**config.mk**
```make
export PLATFORM = sky130hd
export DESIGN_NAME = tcp_top
export DESIGN_NICKNAME = d
export VERILOG_FILES = /design/src/rtl/tcp_pkg.sv /design/src/rtl/tcp_top.sv
export SDC_FILE = /design/constraint.sdc
export NUM_CORES = 1
export LEC_CHECK = 0
export ABC_CLOCK_PERIOD_IN_PS = 1750
export BUFFER_PORTS_ARGS = -buffer_cell sky130_fd_sc_hd__buf_2
export CAP_MARGIN = 20
export CORE_MARGIN = 5
export CORE_UTILIZATION = 40
export DETAILED_ROUTE_END_ITERATION = 10
export GPL_ROUTABILITY_DRIVEN = 0
export PLACE_DENSITY = 0.65
export RECOVER_POWER = 50
export SLEW_MARGIN = 20
export SYNTH_ARGS = -nofsm -noshare
export SYNTH_HDL_FRONTEND = slang
export SYNTH_SLANG_ARGS = --single-unit
export TNS_END_PERCENT = 1
```
**constraint.sdc**
```tcl
create_clock -name ref_clk_i -period 1.75 [get_ports ref_clk_i]
set_input_delay 0.35 -clock ref_clk_i [delete_from_list [all_inputs] [get_ports ref_clk_i]]
set_output_delay 0.35 -clock ref_clk_i [all_outputs]
set_load 0.02 [all_outputs]
```
**src/rtl/tcp_pkg.sv**
```systemverilog
// constants for the transceiver control pin block
package tcp_pkg;

   // register byte offsets on the AXI4-Lite bus
   localparam int           ADDR_W      = 8;
   localparam logic [7:0]   CTRL_OFS    = 8'h00;
   localparam logic [7:0]   STAT_OFS    = 8'h04;
   localparam logic [7:0]   CFG3_OFS    = 8'h08;
   localparam logic [7:0]   THR_OFS     = 8'h0c;
   localparam logic [7:0]   ISTAT_OFS   = 8'h10;
   localparam logic [7:0]   ICLR_OFS    = 8'h14;
   localparam logic [7:0]   IEN_OFS     = 8'h18;

   // user_control_reg fields
   localparam int           CTL_SOFT_TX = 0;
   localparam int           CTL_SOFT_RS = 1;
   localparam int           CTL_IRQ_SEL = 4;
   localparam logic [7:0]   CTRL_RST    = 8'h00;

   // status register fields
   localparam int           ST_TX_OFF   = 0;
   localparam int           ST_RS       = 1;
   localparam int           ST_LOSS     = 2;
   localparam int           ST_TX_DIS   = 3;

   // maker_config_reg3 fields
   localparam int           CFG_GPO_EN  = 0;
   localparam int           CFG_GPO_LVL = 1;
   localparam int           CFG_GPO_PP  = 2;
   localparam logic [7:0]   CFG3_RST    = 8'h00;

   // loss threshold reset value
   localparam logic [7:0]   THR_RST     = 8'h20;

   // interrupt event bits
   localparam int           EV_W        = 4;
   localparam int           EV_LOSS     = 0;
   localparam int           EV_TX       = 1;
   localparam int           EV_RS       = 2;
   localparam int           EV_START    = 3;
   localparam logic [3:0]   EV_RST      = 4'h0;

   // AXI responses
   localparam logic [1:0]   RESP_OKAY   = 2'h0;
   localparam logic [1:0]   RESP_SLVERR = 2'h2;

endpackage

```
**src/rtl/tcp_top.sv**
```systemverilog
// transceiver control pins: tx disable, rate select, loss of signal, irq pin
//
// Design decisions made here: the register addresses and the AXI4-Lite interface to the registers.
module tcp_top
   import tcp_pkg::*;
(
   input  wire logic              ref_clk_i,
   input  wire logic              sys_rst_i,
   input  wire logic [ADDR_W-1:0] s_axi_awaddr_i,
   input  wire logic              s_axi_awvalid_i,
   output logic                   s_axi_awready_o,
   input  wire logic [31:0]       s_axi_wdata_i,
   input  wire logic [3:0]        s_axi_wstrb_i,
   input  wire logic              s_axi_wvalid_i,
   output logic                   s_axi_wready_o,
   output logic [1:0]             s_axi_bresp_o,
   output logic                   s_axi_bvalid_o,
   input  wire logic              s_axi_bready_i,
   input  wire logic [ADDR_W-1:0] s_axi_araddr_i,
   input  wire logic              s_axi_arvalid_i,
   output logic                   s_axi_arready_o,
   output logic [31:0]            s_axi_rdata_o,
   output logic [1:0]             s_axi_rresp_o,
   output logic                   s_axi_rvalid_o,
   input  wire logic              s_axi_rready_i,
   input  wire logic              tx_off_in_i,
   input  wire logic              rate_sel_in_i,
   input  wire logic              signal_loss_pin_i,
   input  wire logic [7:0]        rx_power_level_i,
   input  wire logic              serial_clk_i,
   input  wire logic              serial_data_i,
   output logic                   serial_data_o,
   output logic                   serial_data_oe_o,
   output logic                   tx_disable_o,
   output logic                   rate_sel_out_o,
   output logic                   rate_sel_out_oe_o,
   output logic                   signal_loss_out_o,
   output logic                   signal_loss_out_oe_o,
   output logic                   supply_sense_pin_o,
   output logic                   supply_sense_pin_oe_o,
   output logic                   irq_o
);

   logic              tx_off_m_r;
   logic              tx_off_s_r;
   logic              rs_m_r;
   logic              rs_s_r;
   logic              los_m_r;
   logic              los_s_r;
   logic              sclk_m_r;
   logic              sclk_s_r;
   logic              sdat_m_r;
   logic              sdat_s_r;
   logic              sdat_d_r;
   logic              tx_off_d_r;
   logic              rs_d_r;
   logic              loss_r;
   logic              loss_d_r;
   logic [7:0]        user_control_reg_r;
   logic [7:0]        maker_config_reg3_r;
   logic [7:0]        loss_threshold_n_r;
   logic [3:0]        stat_r;
   logic [EV_W-1:0]   irq_stat_r;
   logic [EV_W-1:0]   irq_en_r;
   logic [EV_W-1:0]   irq_ev;
   logic [EV_W-1:0]   irq_clr;
   logic              irq_level;
   logic              aw_hold_r;
   logic              w_hold_r;
   logic [ADDR_W-1:0] aw_addr_r;
   logic [31:0]       w_data_r;
   logic [3:0]        w_strb_r;
   logic              wr_go;
   logic              rs_value;

   function automatic logic mapped(input logic [ADDR_W-1:0] a);
      mapped = (a == CTRL_OFS) || (a == STAT_OFS) || (a == CFG3_OFS) || (a == THR_OFS)
               || (a == ISTAT_OFS) || (a == ICLR_OFS) || (a == IEN_OFS);
   endfunction

   ////////////////////////////////////////////////////////////////////////
   // pin synchronisers: every pin but rx_power_level_i is outside the clock's domain; the comparator uses that bus directly
   always_ff @(posedge ref_clk_i)
   begin
      if (sys_rst_i)
      begin
         tx_off_m_r <= 1'b0;
         tx_off_s_r <= 1'b0;
         rs_m_r     <= 1'b0;
         rs_s_r     <= 1'b0;
         los_m_r    <= 1'b0;
         los_s_r    <= 1'b0;
         sclk_m_r   <= 1'b1;
         sclk_s_r   <= 1'b1;
         sdat_m_r   <= 1'b1;
         sdat_s_r   <= 1'b1;
         sdat_d_r   <= 1'b1;
         tx_off_d_r <= 1'b0;
         rs_d_r     <= 1'b0;
         loss_d_r   <= 1'b0;
      end
      else
      begin
         tx_off_m_r <= tx_off_in_i;
         tx_off_s_r <= tx_off_m_r;
         rs_m_r     <= rate_sel_in_i;
         rs_s_r     <= rs_m_r;
         los_m_r    <= signal_loss_pin_i;
         los_s_r    <= los_m_r;
         sclk_m_r   <= serial_clk_i;
         sclk_s_r   <= sclk_m_r;
         sdat_m_r   <= serial_data_i;
         sdat_s_r   <= sdat_m_r;
         sdat_d_r   <= sdat_s_r;
         tx_off_d_r <= tx_off_s_r;
         rs_d_r     <= rs_s_r;
         loss_d_r   <= loss_r;
      end
   end

   ////////////////////////////////////////////////////////////////////////
   // transmitter disable
   always_ff @(posedge ref_clk_i)
   begin
      if (sys_rst_i)
         tx_disable_o <= 1'b1;
      else
         tx_disable_o <= tx_off_s_r | user_control_reg_r[CTL_SOFT_TX];
   end

   ////////////////////////////////////////////////////////////////////////
   // rate select / general-purpose output
   assign rs_value = rs_s_r | user_control_reg_r[CTL_SOFT_RS];

   always_ff @(posedge ref_clk_i)
   begin
      if (sys_rst_i)
      begin
         rate_sel_out_o    <= 1'b0;
         rate_sel_out_oe_o <= 1'b1;
      end
      else if (maker_config_reg3_r[CFG_GPO_EN])
      begin
         rate_sel_out_o    <= maker_config_reg3_r[CFG_GPO_PP] & maker_config_reg3_r[CFG_GPO_LVL];
         rate_sel_out_oe_o <= maker_config_reg3_r[CFG_GPO_PP] | ~maker_config_reg3_r[CFG_GPO_LVL];
      end
      else
      begin
         rate_sel_out_o    <= 1'b0;
         rate_sel_out_oe_o <= ~rs_value;
      end
   end

   ////////////////////////////////////////////////////////////////////////
   // loss of signal comparator, held between the two crossings
   always_ff @(posedge ref_clk_i)
   begin
      if (sys_rst_i)
         loss_r <= 1'b0;
      else if (rx_power_level_i < loss_threshold_n_r)
         loss_r <= 1'b1;
      else if (rx_power_level_i > loss_threshold_n_r)
         loss_r <= 1'b0;
   end

   // open drain, active high: pulled low in normal operation
   always_ff @(posedge ref_clk_i)
   begin
      if (sys_rst_i)
      begin
         signal_loss_out_o    <= 1'b0;
         signal_loss_out_oe_o <= 1'b1;
      end
      else
      begin
         signal_loss_out_o    <= 1'b0;
         signal_loss_out_oe_o <= ~loss_r;
      end
   end

   ////////////////////////////////////////////////////////////////////////
   // status mirrors; bus writes reach only ST_TX_DIS, through the soft tx-disable bit of user_control_reg
   always_ff @(posedge ref_clk_i)
   begin
      if (sys_rst_i)
         stat_r <= 4'h0;
      else
      begin
         stat_r[ST_TX_OFF] <= tx_off_s_r;
         stat_r[ST_RS]     <= rs_s_r;
         stat_r[ST_LOSS]   <= los_s_r;
         stat_r[ST_TX_DIS] <= tx_disable_o;
      end
   end

   ////////////////////////////////////////////////////////////////////////
   // serial port pins; the host owns the clock and the data line is never driven or pulled low
   always_ff @(posedge ref_clk_i)
   begin
      serial_data_o    <= 1'b0;
      serial_data_oe_o <= 1'b0;
   end

   ////////////////////////////////////////////////////////////////////////
   // interrupts: set wins over a simultaneous clear
   assign irq_ev[EV_LOSS]  = loss_r & ~loss_d_r;
   assign irq_ev[EV_TX]    = tx_off_s_r ^ tx_off_d_r;
   assign irq_ev[EV_RS]    = rs_s_r ^ rs_d_r;
   assign irq_ev[EV_START] = sclk_s_r & sdat_d_r & ~sdat_s_r;
   assign irq_clr          = (wr_go && aw_addr_r == ICLR_OFS && w_strb_r[0]) ? w_data_r[EV_W-1:0] : EV_RST;
   assign irq_level        = |(irq_stat_r & irq_en_r);

   always_ff @(posedge ref_clk_i)
   begin
      if (sys_rst_i)
         irq_stat_r <= EV_RST;
      else
         irq_stat_r <= (irq_stat_r & ~irq_clr) | irq_ev;
   end

   always_ff @(posedge ref_clk_i)
   begin
      if (sys_rst_i)
      begin
         irq_o                 <= 1'b0;
         supply_sense_pin_o    <= 1'b0;
         supply_sense_pin_oe_o <= 1'b0;
      end
      else
      begin
         irq_o                 <= irq_level;
         supply_sense_pin_o    <= 1'b0;
         // bit 4 picks the pin role
         supply_sense_pin_oe_o <= user_control_reg_r[CTL_IRQ_SEL] & irq_level;
      end
   end

   ////////////////////////////////////////////////////////////////////////
   // AXI4-Lite write channel: address and data taken in either order
   assign wr_go = aw_hold_r && w_hold_r && !s_axi_bvalid_o;

   always_ff @(posedge ref_clk_i)
   begin
      if (sys_rst_i)
      begin
         s_axi_awready_o <= 1'b0;
         s_axi_wready_o  <= 1'b0;
         aw_hold_r       <= 1'b0;
         w_hold_r        <= 1'b0;
         aw_addr_r       <= '0;
         w_data_r        <= 32'h0;
         w_strb_r        <= 4'h0;
      end
      else
      begin
         if (s_axi_awvalid_i && s_axi_awready_o)
         begin
            s_axi_awready_o <= 1'b0;
            aw_hold_r       <= 1'b1;
            aw_addr_r       <= s_axi_awaddr_i;
         end
         else if (wr_go)
            aw_hold_r <= 1'b0;
         else if (!aw_hold_r && !s_axi_bvalid_o)
            s_axi_awready_o <= 1'b1;
         if (s_axi_wvalid_i && s_axi_wready_o)
         begin
            s_axi_wready_o <= 1'b0;
            w_hold_r       <= 1'b1;
            w_data_r       <= s_axi_wdata_i;
            w_strb_r       <= s_axi_wstrb_i;
         end
         else if (wr_go)
            w_hold_r <= 1'b0;
         else if (!w_hold_r && !s_axi_bvalid_o)
            s_axi_wready_o <= 1'b1;
      end
   end

   always_ff @(posedge ref_clk_i)
   begin
      if (sys_rst_i)
      begin
         s_axi_bvalid_o <= 1'b0;
         s_axi_bresp_o  <= RESP_OKAY;
      end
      else if (wr_go)
      begin
         s_axi_bvalid_o <= 1'b1;
         s_axi_bresp_o  <= mapped(aw_addr_r) ? RESP_OKAY : RESP_SLVERR;
      end
      else if (s_axi_bready_i)
         s_axi_bvalid_o <= 1'b0;
   end

   // only byte lane 0 carries stored bits; status offset takes no write
   always_ff @(posedge ref_clk_i)
   begin
      if (sys_rst_i)
      begin
         user_control_reg_r  <= CTRL_RST;
         maker_config_reg3_r <= CFG3_RST;
         loss_threshold_n_r  <= THR_RST;
         irq_en_r            <= EV_RST;
      end
      else if (wr_go && w_strb_r[0])
      begin
         unique case (aw_addr_r)
            CTRL_OFS: user_control_reg_r  <= w_data_r[7:0];
            CFG3_OFS: maker_config_reg3_r <= w_data_r[7:0];
            THR_OFS:  loss_threshold_n_r  <= w_data_r[7:0];
            IEN_OFS:  irq_en_r            <= w_data_r[EV_W-1:0];
            default:  ;
         endcase
      end
   end

   ////////////////////////////////////////////////////////////////////////
   // AXI4-Lite read channel
   always_ff @(posedge ref_clk_i)
   begin
      if (sys_rst_i)
      begin
         s_axi_arready_o <= 1'b0;
         s_axi_rvalid_o  <= 1'b0;
         s_axi_rdata_o   <= 32'h0;
         s_axi_rresp_o   <= RESP_OKAY;
      end
      else if (s_axi_arvalid_i && s_axi_arready_o)
      begin
         s_axi_arready_o <= 1'b0;
         s_axi_rvalid_o  <= 1'b1;
         s_axi_rresp_o   <= mapped(s_axi_araddr_i) ? RESP_OKAY : RESP_SLVERR;
         unique case (s_axi_araddr_i)
            CTRL_OFS:  s_axi_rdata_o <= {24'h0, user_control_reg_r};
            STAT_OFS:  s_axi_rdata_o <= {28'h0, stat_r};
            CFG3_OFS:  s_axi_rdata_o <= {24'h0, maker_config_reg3_r};
            THR_OFS:   s_axi_rdata_o <= {24'h0, loss_threshold_n_r};
            ISTAT_OFS: s_axi_rdata_o <= {28'h0, irq_stat_r};
            IEN_OFS:   s_axi_rdata_o <= {28'h0, irq_en_r};
            default:   s_axi_rdata_o <= 32'h0;
         endcase
      end
      else if (s_axi_rvalid_o && s_axi_rready_i)
      begin
         s_axi_rvalid_o  <= 1'b0;
         s_axi_arready_o <= 1'b1;
      end
      else if (!s_axi_rvalid_o)
         s_axi_arready_o <= 1'b1;
   end

endmodule

```
### Word level (Yosys, flattened, before mapping)

Index checks and enable logic that the tools add are counted.
Widths: inputs -> output; s select.

| word-level totals | value |
|---|---|
| bits in registers | 117 |
| bits of input ports | 72 |

| cells by class | value |
|---|---|
| eq/ne operators | 13 |
| muxes and demuxes | 16 |
| reduce and logical (&&, ||, !) cells | 44 |
| bitwise operators | 21 |
| order comparisons | 2 |

Operator list:

| kind | count |
|---|---|
| $eq 8x5->1 const B | 6 |
| $pmux 8 s6 | 1 |
| $eq 8x4->1 const B | 4 |
| $eq 8x3->1 const B | 2 |
| $logic_not 8->1 | 2 |
| $logic_or 1x1->1 | 12 |
| $mux 1 | 12 |
| $reduce_and 2->1 | 6 |
| $logic_and 1x1->1 | 11 |
| $reduce_bool 2->1 | 5 |
| $and 4x4->4 | 2 |
| $gt 8x8->1 | 1 |
| $lt 8x8->1 | 1 |
| $reduce_or 2->1 | 4 |
| $not 1->1 | 7 |
| $and 1x1->1 | 5 |
| $mux 2 | 2 |
| $mux 4 | 1 |
| $not 4->4 | 1 |
| $or 4x4->4 | 1 |
| $reduce_or 4->1 | 1 |
| $logic_not 1->1 | 3 |
| $or 1x1->1 | 3 |
| $ne 2x1->1 const B | 1 |
| $xor 1x1->1 | 2 |

### Logic depth before layout (Yosys ltp)

Gate-level depths: netlist of the first run.

| logic depth | value |
|---|---|
| depth in word-level cells | 8 |
| mapped depth | 6 |
| mapped depth without buffers | 6 |

### Worst setup path before layout of the first run

No wires, ideal clock.

| timing path | value |
|---|---|
| path type | reg-to-reg |
| from | register aw_addr_r[6] |
| to | register irq_stat_r[0] |
| path slack | 7 ps |
| stages on the path, launching flop included | 5 |
| arrival | 1,611 ps |
| path through | dfxtp_1 > or4_4 > or4_4 > o21ai_1 > a21oi_1 |

| between the ends | value |
|---|---|
| word-level cells in the longest chain between the ends | 7 |

RTL lines:

| element | line | text |
|---|---|---|
| start, declared | tcp_top.sv:70 | `logic [ADDR_W-1:0] aw_addr_r;` |
| start signal, assigned | tcp_top.sv:260 | `aw_addr_r <= s_axi_awaddr_i;` |
| $eq 8x5->1 | tcp_top.sv:210 | `assign irq_clr = (wr_go && aw_addr_r == ICLR_OFS && w_strb_r[0]) ? w_data_r[EV_W-1:0] : EV_RST;` |
| $logic_and 1x1->1 (2 in series) | tcp_top.sv:210 |  |
| $mux 4 | tcp_top.sv:210 |  |
| $not 4->4 | tcp_top.sv:218 | `irq_stat_r <= (irq_stat_r & ~irq_clr) \| irq_ev;` |
| $and 4x4->4 | tcp_top.sv:218 |  |
| $or 4x4->4 | tcp_top.sv:218 |  |
| end signal, assigned | tcp_top.sv:218 |  |
| end, declared | tcp_top.sv:63 | `logic [EV_W-1:0] irq_stat_r;` |

No other way between the ends.
A chain may end at the register's enable or synchronous reset.

### Worst setup path after layout of the first run

| timing path | value |
|---|---|
| from | register aw_addr_r[6] |
| to | register maker_config_reg3_r[3] |

| between the ends | value |
|---|---|
| word-level cells in the longest chain between the ends | 2 |

RTL lines:

| element | line | text |
|---|---|---|
| $eq 8x4->1 | tcp_top.sv:308 | `unique case (aw_addr_r)` |
| $reduce_and 2->1 (no line) | n/a |  |
| end signal, assigned | tcp_top.sv:310 | `CFG3_OFS: maker_config_reg3_r <= w_data_r[7:0];` |
| end, declared | tcp_top.sv:60 | `logic [7:0] maker_config_reg3_r;` |

No other way between the ends.

==> results of run 1 <==
## synthesized netlist by cell type (3+ instances only)
library cell	n
a211o_1	3
a21oi_1	33
a22oi_1	8
and2_1	3
buf_1	4
buf_4	30
clkbuf_1	14
dfxtp_1	89
ha_1	8
inv_1	18
mux2_1	6
mux2i_1	20
nand2_1	35
nand2b_1	22
nand3_1	18
nand3b_1	9
nand4b_1	3
nor2_1	21
nor2b_1	19
nor3_1	7
o21ai_0	10
o21ai_1	5
o31ai_1	7
or2_2	5
## through the flow
step / instance area (um^2) / setup TNS (ns) / setup WS (ns)
5_1_grt: 4680 / -1.80 / -0.108
2_1_floorplan: 4110 / 0 / 0.00692
6_report: 4680 / -0.182 / -0.0328
4_1_cts: 4640 / -0.488 / -0.0425
3_5_place_dp: 4460 / -0.376 / -0.0453
3_3_place_gp: 4460 / -0.0248 / -0.00488
## cell type report
class,instances,area [um^2]
clock buffer,13,159
clock inverter,3,15.0
fill,966,5090
inverter,18,67.6
multi-input combinational,305,1980
sequential,89,1780
tap,133,166
timing repair buffer,87,512
## worst max path at each step
stage	from	end	slack, ns	depth (start not counted)
2_1_floorplan	aw_addr_r[6]	irq_stat_r[0]	0.007	4
3_3_place_gp	aw_addr_r[6]	irq_en_r[3]	-0.005	6
3_5_place_dp	aw_addr_r[6]	irq_en_r[3]	-0.05	6
4_1_cts	aw_addr_r[1]	user_control_reg_r[1]	-0.04	5
5_1_grt	aw_addr_r[6]	maker_config_reg3_r[2]	-0.11	6
6_report	aw_addr_r[6]	maker_config_reg3_r[3]	-0.03	5
## power groups by stage
stage               logic (mW)  registers, mW  clock network (mW)
floorplan                0.324           2.19                   0
global placement         0.422           2.18                   0
finish                   0.431           2.13                1.27
detailed placement       0.430           2.18                   0
global route             0.482           2.14                1.41
CTS                      0.434           2.13                1.31
## flip-flops by register name, summed over array words and instances (netlist names), 4 cells and up
| name | flops |
|---|---|
| user_control_reg_r | 8 |
| irq_en_r | 4 |
| aw_addr_r | 8 |
| maker_config_reg3_r | 8 |
| s_axi_rdata_o | 8 |
| loss_threshold_n_r | 8 |
| stat_r | 4 |
| w_data_r | 8 |
| irq_stat_r | 4 |
## cells in the final DEF (no fill, tap or decap), types with 7 or more instances in the layout
master    count
dfxtp_1      88
buf_2        64
nand2_1      33
a21oi_1      33
conb_1       30
nand2b_1     22
nor2_1       21
mux2i_1      20
nor2b_1      19
inv_1        18
nand3_1      18
buf_4        13
clkbuf_8     11
o21ai_0      10
nand3b_1      9
a22oi_1       8
ha_1          8
o31ai_1       7
## what timing repair did
item | CTS | global route
setup endpoints to repair | 27 | 27
pin swaps | 3 | 5
gates resized for setup | 1 | 11
setup buffers | 0 | 2
## routing by layer
metal | GRT usage | share of wire
met2 | 0.224 | 0.46
met1 | 0.198 | 0.47
met3 | 0.0373 | 0.063
met4 | 0.0499 | 0.013
met5 | 0 | 0
## cells by family (layout without fill, tap and decap cells)
kind of cell,after synthesis,count (layout),synth area share
compound gates,77,77,0.118
xor+xnor,2,2,0.00438
fa+ha+maj,8,8,0.0250
buf+inv,68,121,0.0942
flops,89,89,0.446
mux,30,30,0.0839
other cells,1,30,0.000938
simple gates,158,158,0.228
==> impl_metrics.csv, run 1 <==
group,metric,value,unit
outcome,status,"finished, violations left",
outcome,violations,"setup timing",
timing,clock_skew,0.00817,ns
route,wirelength,8660,um
timing,finalSetupViolations,8,
pwr,switching_share,0.259,
global_routing,grt_pass1_wl,13700,um
setup_path,slowest_delay,0.56,ns
route,drc,0,
setup_path,arrival,2.03,ns
die,die_h,110,um
setup_path,r2r_cells,5,
route,num_vias,3099,
pwr,p_leak,1.92,nW
die,die-area,12100,um^2
setup_path,crit_path_end_kind,"flip-flop",
synth,syn_area_per_cell,9.23,um^2
global_routing,antenna_found_initial,0,
clock_tree,hold_buffers,0,
place,dp_hpwl,6670,um
die,start_util,0.409,
layout,instances_no_fill,648,
layout,utilization,0.479,
timing,setup_ws,-0.0328,ns
pwr,internal_power,2.84,mW
route,ant_nets,0,
clock_tree,cts_tree,"yes",
layout,syn_to_final_growth,17.1,%
global_routing,grt_pass1_vias,2884,
global_routing,grt_max_degree,40,
timing,finalCritPeriodShare,1.02,
timing,finalHoldViolCount,0,
timing,hold_slack,0.178,ns
pwr,clockPowerShare,0.332,
setup_path,crit_chain,"or4_4 > buf_6 > nor2_4 > nand3_4 > mux2_4",
setup_path,crit_buf_inv,1,
hold_path,min_from,"serial_data_i",
clock_tree,cts_max_path_buffers,2,
synth,synth-async-reset-ratio,0,
synth,synth_top_cell_area_share,0.446,
setup_path,cp_top_family,"simple AND/OR/NAND/NOR gates",
flow_run,maxCapViolCount,0,
synth,syn_area,4000,um^2
synth,ys_seq_elements,89,
clock_tree,clock_latency,0.35,ns
die,io_pins,123,
hold_path,holdPathStages,2,
synth,yosys_warnings,0,
hold_path,hp-class,"input pin to flip-flop",
timing,fmax,561,MHz
timing,relSlewSlack,0.527,
global_routing,grt_overflow,0,
route,drtIter0Drc,116,
setup_path,crit_path_max_fanout,5,
global_routing,track_usage,0.146,
timing,tightest_slew,0.710,ns
layout,fin_nets,590,
hold_path,worstHoldEndpoint,"sdat_m_r",
setup_path,r2r-end,"maker_config_reg3_r[3]",
layout,drive_gt1_frac,0.237,
place,placedCellCount,630,
pwr,p_seq_frac,0.556,
pwr,p_per_area,820,nW/um^2
clock_tree,htreeDepth,3,
synth,synth_edf_count,0,
place,io_buffers,65,
synth,yosys-top-cells-area,"dfxtp_1 45%, buf_4 5.6%, mux2i_1 5.0%",
clock_tree,clock-sinks,89,
setup_path,critPathSlowestCell,"or4_4",
pwr,power_switching,0.995,mW
pwr,ir_drop,0.349,mV
timing,rsz0062_at_grt,"true",
die,row_count,36,
route,wl_per_cell,13.4,um
setup_path,worstSetupPathType,"flip-flop to flip-flop",
pwr,p_comb_frac,0.112,
clock_tree,path_clk_slew,0.08,ns
clock_tree,root_buffer,"clkbuf_8",
clock_tree,numCtsBuffers,9,
synth,yosysSeqAreaShare,0.446,
pwr,total_power,3.84,mW
timing,drv_slew,0,
synth,yosysUniqueCellTypes,48,
route,vias_per_cell,4.78,
setup_path,cp.required,2.00,ns
setup_path,rr_startpoint,"aw_addr_r[6]",
route,drt_pass1_iterations,4,
setup_path,worstSetupStartpointType,"flip-flop",
synth,synth_top_area_cell,"dfxtp_1",
layout,diodes,0,
die,die_w,110,um
timing,period_minus_slack,1.78,ns
die,coreArea,9770,um^2
synth,syn_inst,433,
setup_path,r2r_slack,-0.03,ns
synth,synthFlopType,"dfxtp_1",
Note: power is estimated with default switching activity, not from simulation.
==> run 2, diff against run 1 <==
Settings changed: CORE_MARGIN 5 to not set, PLACE_DENSITY 0.65 to 0.68.
==> run 2 against run 1 <==
Against the previous run: the flow still finishes with violations (setup timing); hold slack got worse by 0.0033 ns; die area decreased by 14%; sequential power about the same; clock power increased by 24%; highest routed layer unchanged.
==> impl_metrics.csv, run 2 (same netlist as run 1, synthesis figures left out) <==
group,metric,value,unit
setup_path,arrival,2.04,ns
die,die-area,10400,um^2
route,wl_per_cell,13.3,um
layout,drive_gt1_frac,0.236,
die,die_w,102,um
route,met3_length,379,um
layout,syn_to_final_growth,19.1,%
route,vias_per_cell,4.85,
layout,fin_nets,593,
die,row_count,36,
timing,clock_skew,0.00605,ns
setup_path,cp.depth,6,
route,num_vias,3156,
setup_path,cp_common_cell,"buf_4",
setup_path,crit_path_max_fanout,4,
die,die_h,102,um
setup_path,r2r_cells,6,
clock_tree,clock_latency,0.35,ns
hold_path,hp-class,"input pin to flip-flop",
layout,diodes,0,
setup_path,worstSetupStartpointType,"flip-flop",
global_routing,grt_overflow,0,
timing,fmax,560,MHz
setup_path,worstSetupPathType,"flip-flop to flip-flop",
place,io_buffers,65,
setup_path,crit_chain,"or4_4 > buf_4 > nor4_4 > buf_4 > mux2i_1 > nor2_1",
route,ant_nets,0,
setup_path,critPathSlowestCell,"or4_4",
layout,n_fill_cell,918,
timing,period_minus_slack,1.79,ns
global_routing,antenna_found_initial,0,
pwr,p_per_area,873,nW/um^2
setup_path,slowest_delay,0.55,ns
place,dp_hpwl,6570,um
global_routing,grt_pass1_vias,2939,
route,wl_met1,4070,um
die,coreArea,9730,um^2
setup_path,crit_path_end_kind,"flip-flop",
clock_tree,htreeDepth,3,
hold_path,holdPathStages,2,
timing,hold_slack,0.175,ns
timing,finalCritPeriodShare,1.02,
layout,final_common_cell,"dfxtp_1",
clock_tree,numCtsBuffers,9,
clock_tree,clock-sinks,89,
timing,drv_slew,0,
timing,tightest_slew,0.508,ns
flow_run,maxCapViolCount,0,
route,drt_pass1_iterations,4,
clock_tree,cts_tree,"yes",
route,wirelength,8650,um
pwr,p_leak,1.95,nW
route,drtIter0Drc,182,
clock_tree,path_clk_slew,0.09,ns
global_routing,grt_pass1_wl,13900,um
global_routing,track_usage,0.173,
setup_path,cp_top_family,"simple AND/OR/NAND/NOR gates",
timing,rsz0062_at_grt,"true",
global_routing,grt_max_degree,23,
layout,multi_input_area,1960,um^2
outcome,status,"finished, violations left",
layout,regArea,1780,um^2
outcome,violations,"setup timing",
clock_tree,root_buffer,"clkbuf_8",
timing,finalHoldViolCount,0,
clock_tree,cts_max_path_buffers,2,
timing,relSlewSlack,0.656,
setup_path,r2r_slack,-0.04,ns
timing,finalSetupViolations,9,
layout,layout_common_cells,"87 x dfxtp_1, 65 x buf_2, 35 x nand2_1",
timing,setup_ws,-0.0370,ns
timing,tns,-0.126,ns
setup_path,crit_buf_inv,2,
die,start_util,0.411,
die,io_pins,123,
route,drc,0,
setup_path,cp.required,2.00,ns
pwr,ir_drop,0.416,mV
route,met2_length,4050,um
route,highest_layer,"met4",
## run 2: changes by cell type in the layout (fill, tap and decap cells not counted), sizes merged
cell,change
buf,+4
clkbuf,-4
bufinv,+2
clkinv,-1
clkinvlp,+1
inv,+1
## run 2: cell type report
cell class                      count  area share
Multi-Input combinational cell    305       0.411
Clock buffer                       10      0.0289
Sequential cell                    89       0.375
Tap cell                          133      0.0350
Timing Repair Buffer               90       0.117
Clock inverter                      6      0.0189
Inverter                           18      0.0142
## run 2: metal layers
metal  global-route usage  vias to the layer above
li1                     -                     1600
met1                0.233                     1466
met2                0.276                       77
met3               0.0315                       13
met4               0.0703                        0
met5                    0                        -
## run 2: final timing paths
check                                    to    startpoint
worst max-delay path            irq_en_r[0]  aw_addr_r[0]
worst max register to register  irq_en_r[0]  aw_addr_r[0]
worst min-delay path               sclk_m_r  serial_clk_i
worst min register to register     sdat_s_r      sdat_m_r
## run 2: repair_timing
action                                  4_1_cts  5_1_grt
pin swaps                                     3        2
cloned                                        1        0
gates resized for setup                       6        3
hold buffers                                  0        0
setup buffers                                 1        0
endpoints found under the setup margin       24       30
## run 2: power by group
part | internal (mW) | total, mW | switching (mW) | leakage (nW)
clock network | 0.848 | 1.58 | 0.735 | 0.113
logic | 0.169 | 0.435 | 0.267 | 1.11
registers | 2.09 | 2.13 | 0.0469 | 0.726
total | 3.10 | 4.15 | 1.05 | 1.95
## run 2: through the flow
| step | instance area (um^2) | cells | utilization | worst slack (ns) | power, mW |
|---|---|---|---|---|---|
| global route | 4760 | 651 | 0.489 | -0.117 | 4.32 |
| finish | 4760 | 651 | 0.489 | -0.0370 | 4.15 |
| CTS | 4760 | 651 | 0.490 | -0.0382 | 4.19 |
| detailed placement | 4490 | 633 | 0.461 | -0.0632 | 2.62 |
| floorplan | 4110 | 462 | - | 0.00692 | 2.51 |
| global placement | 4490 | 633 | 0.461 | -0.0149 | 2.60 |
## run 2: worst register-to-register path: stages, from the launching register on
cell and delay, ns:
dfxtp_2 0.33, or4_4 0.55, buf_4 0.16, nor4_4 0.21, buf_4 0.19, mux2i_1 0.20, nor2_1 0.05
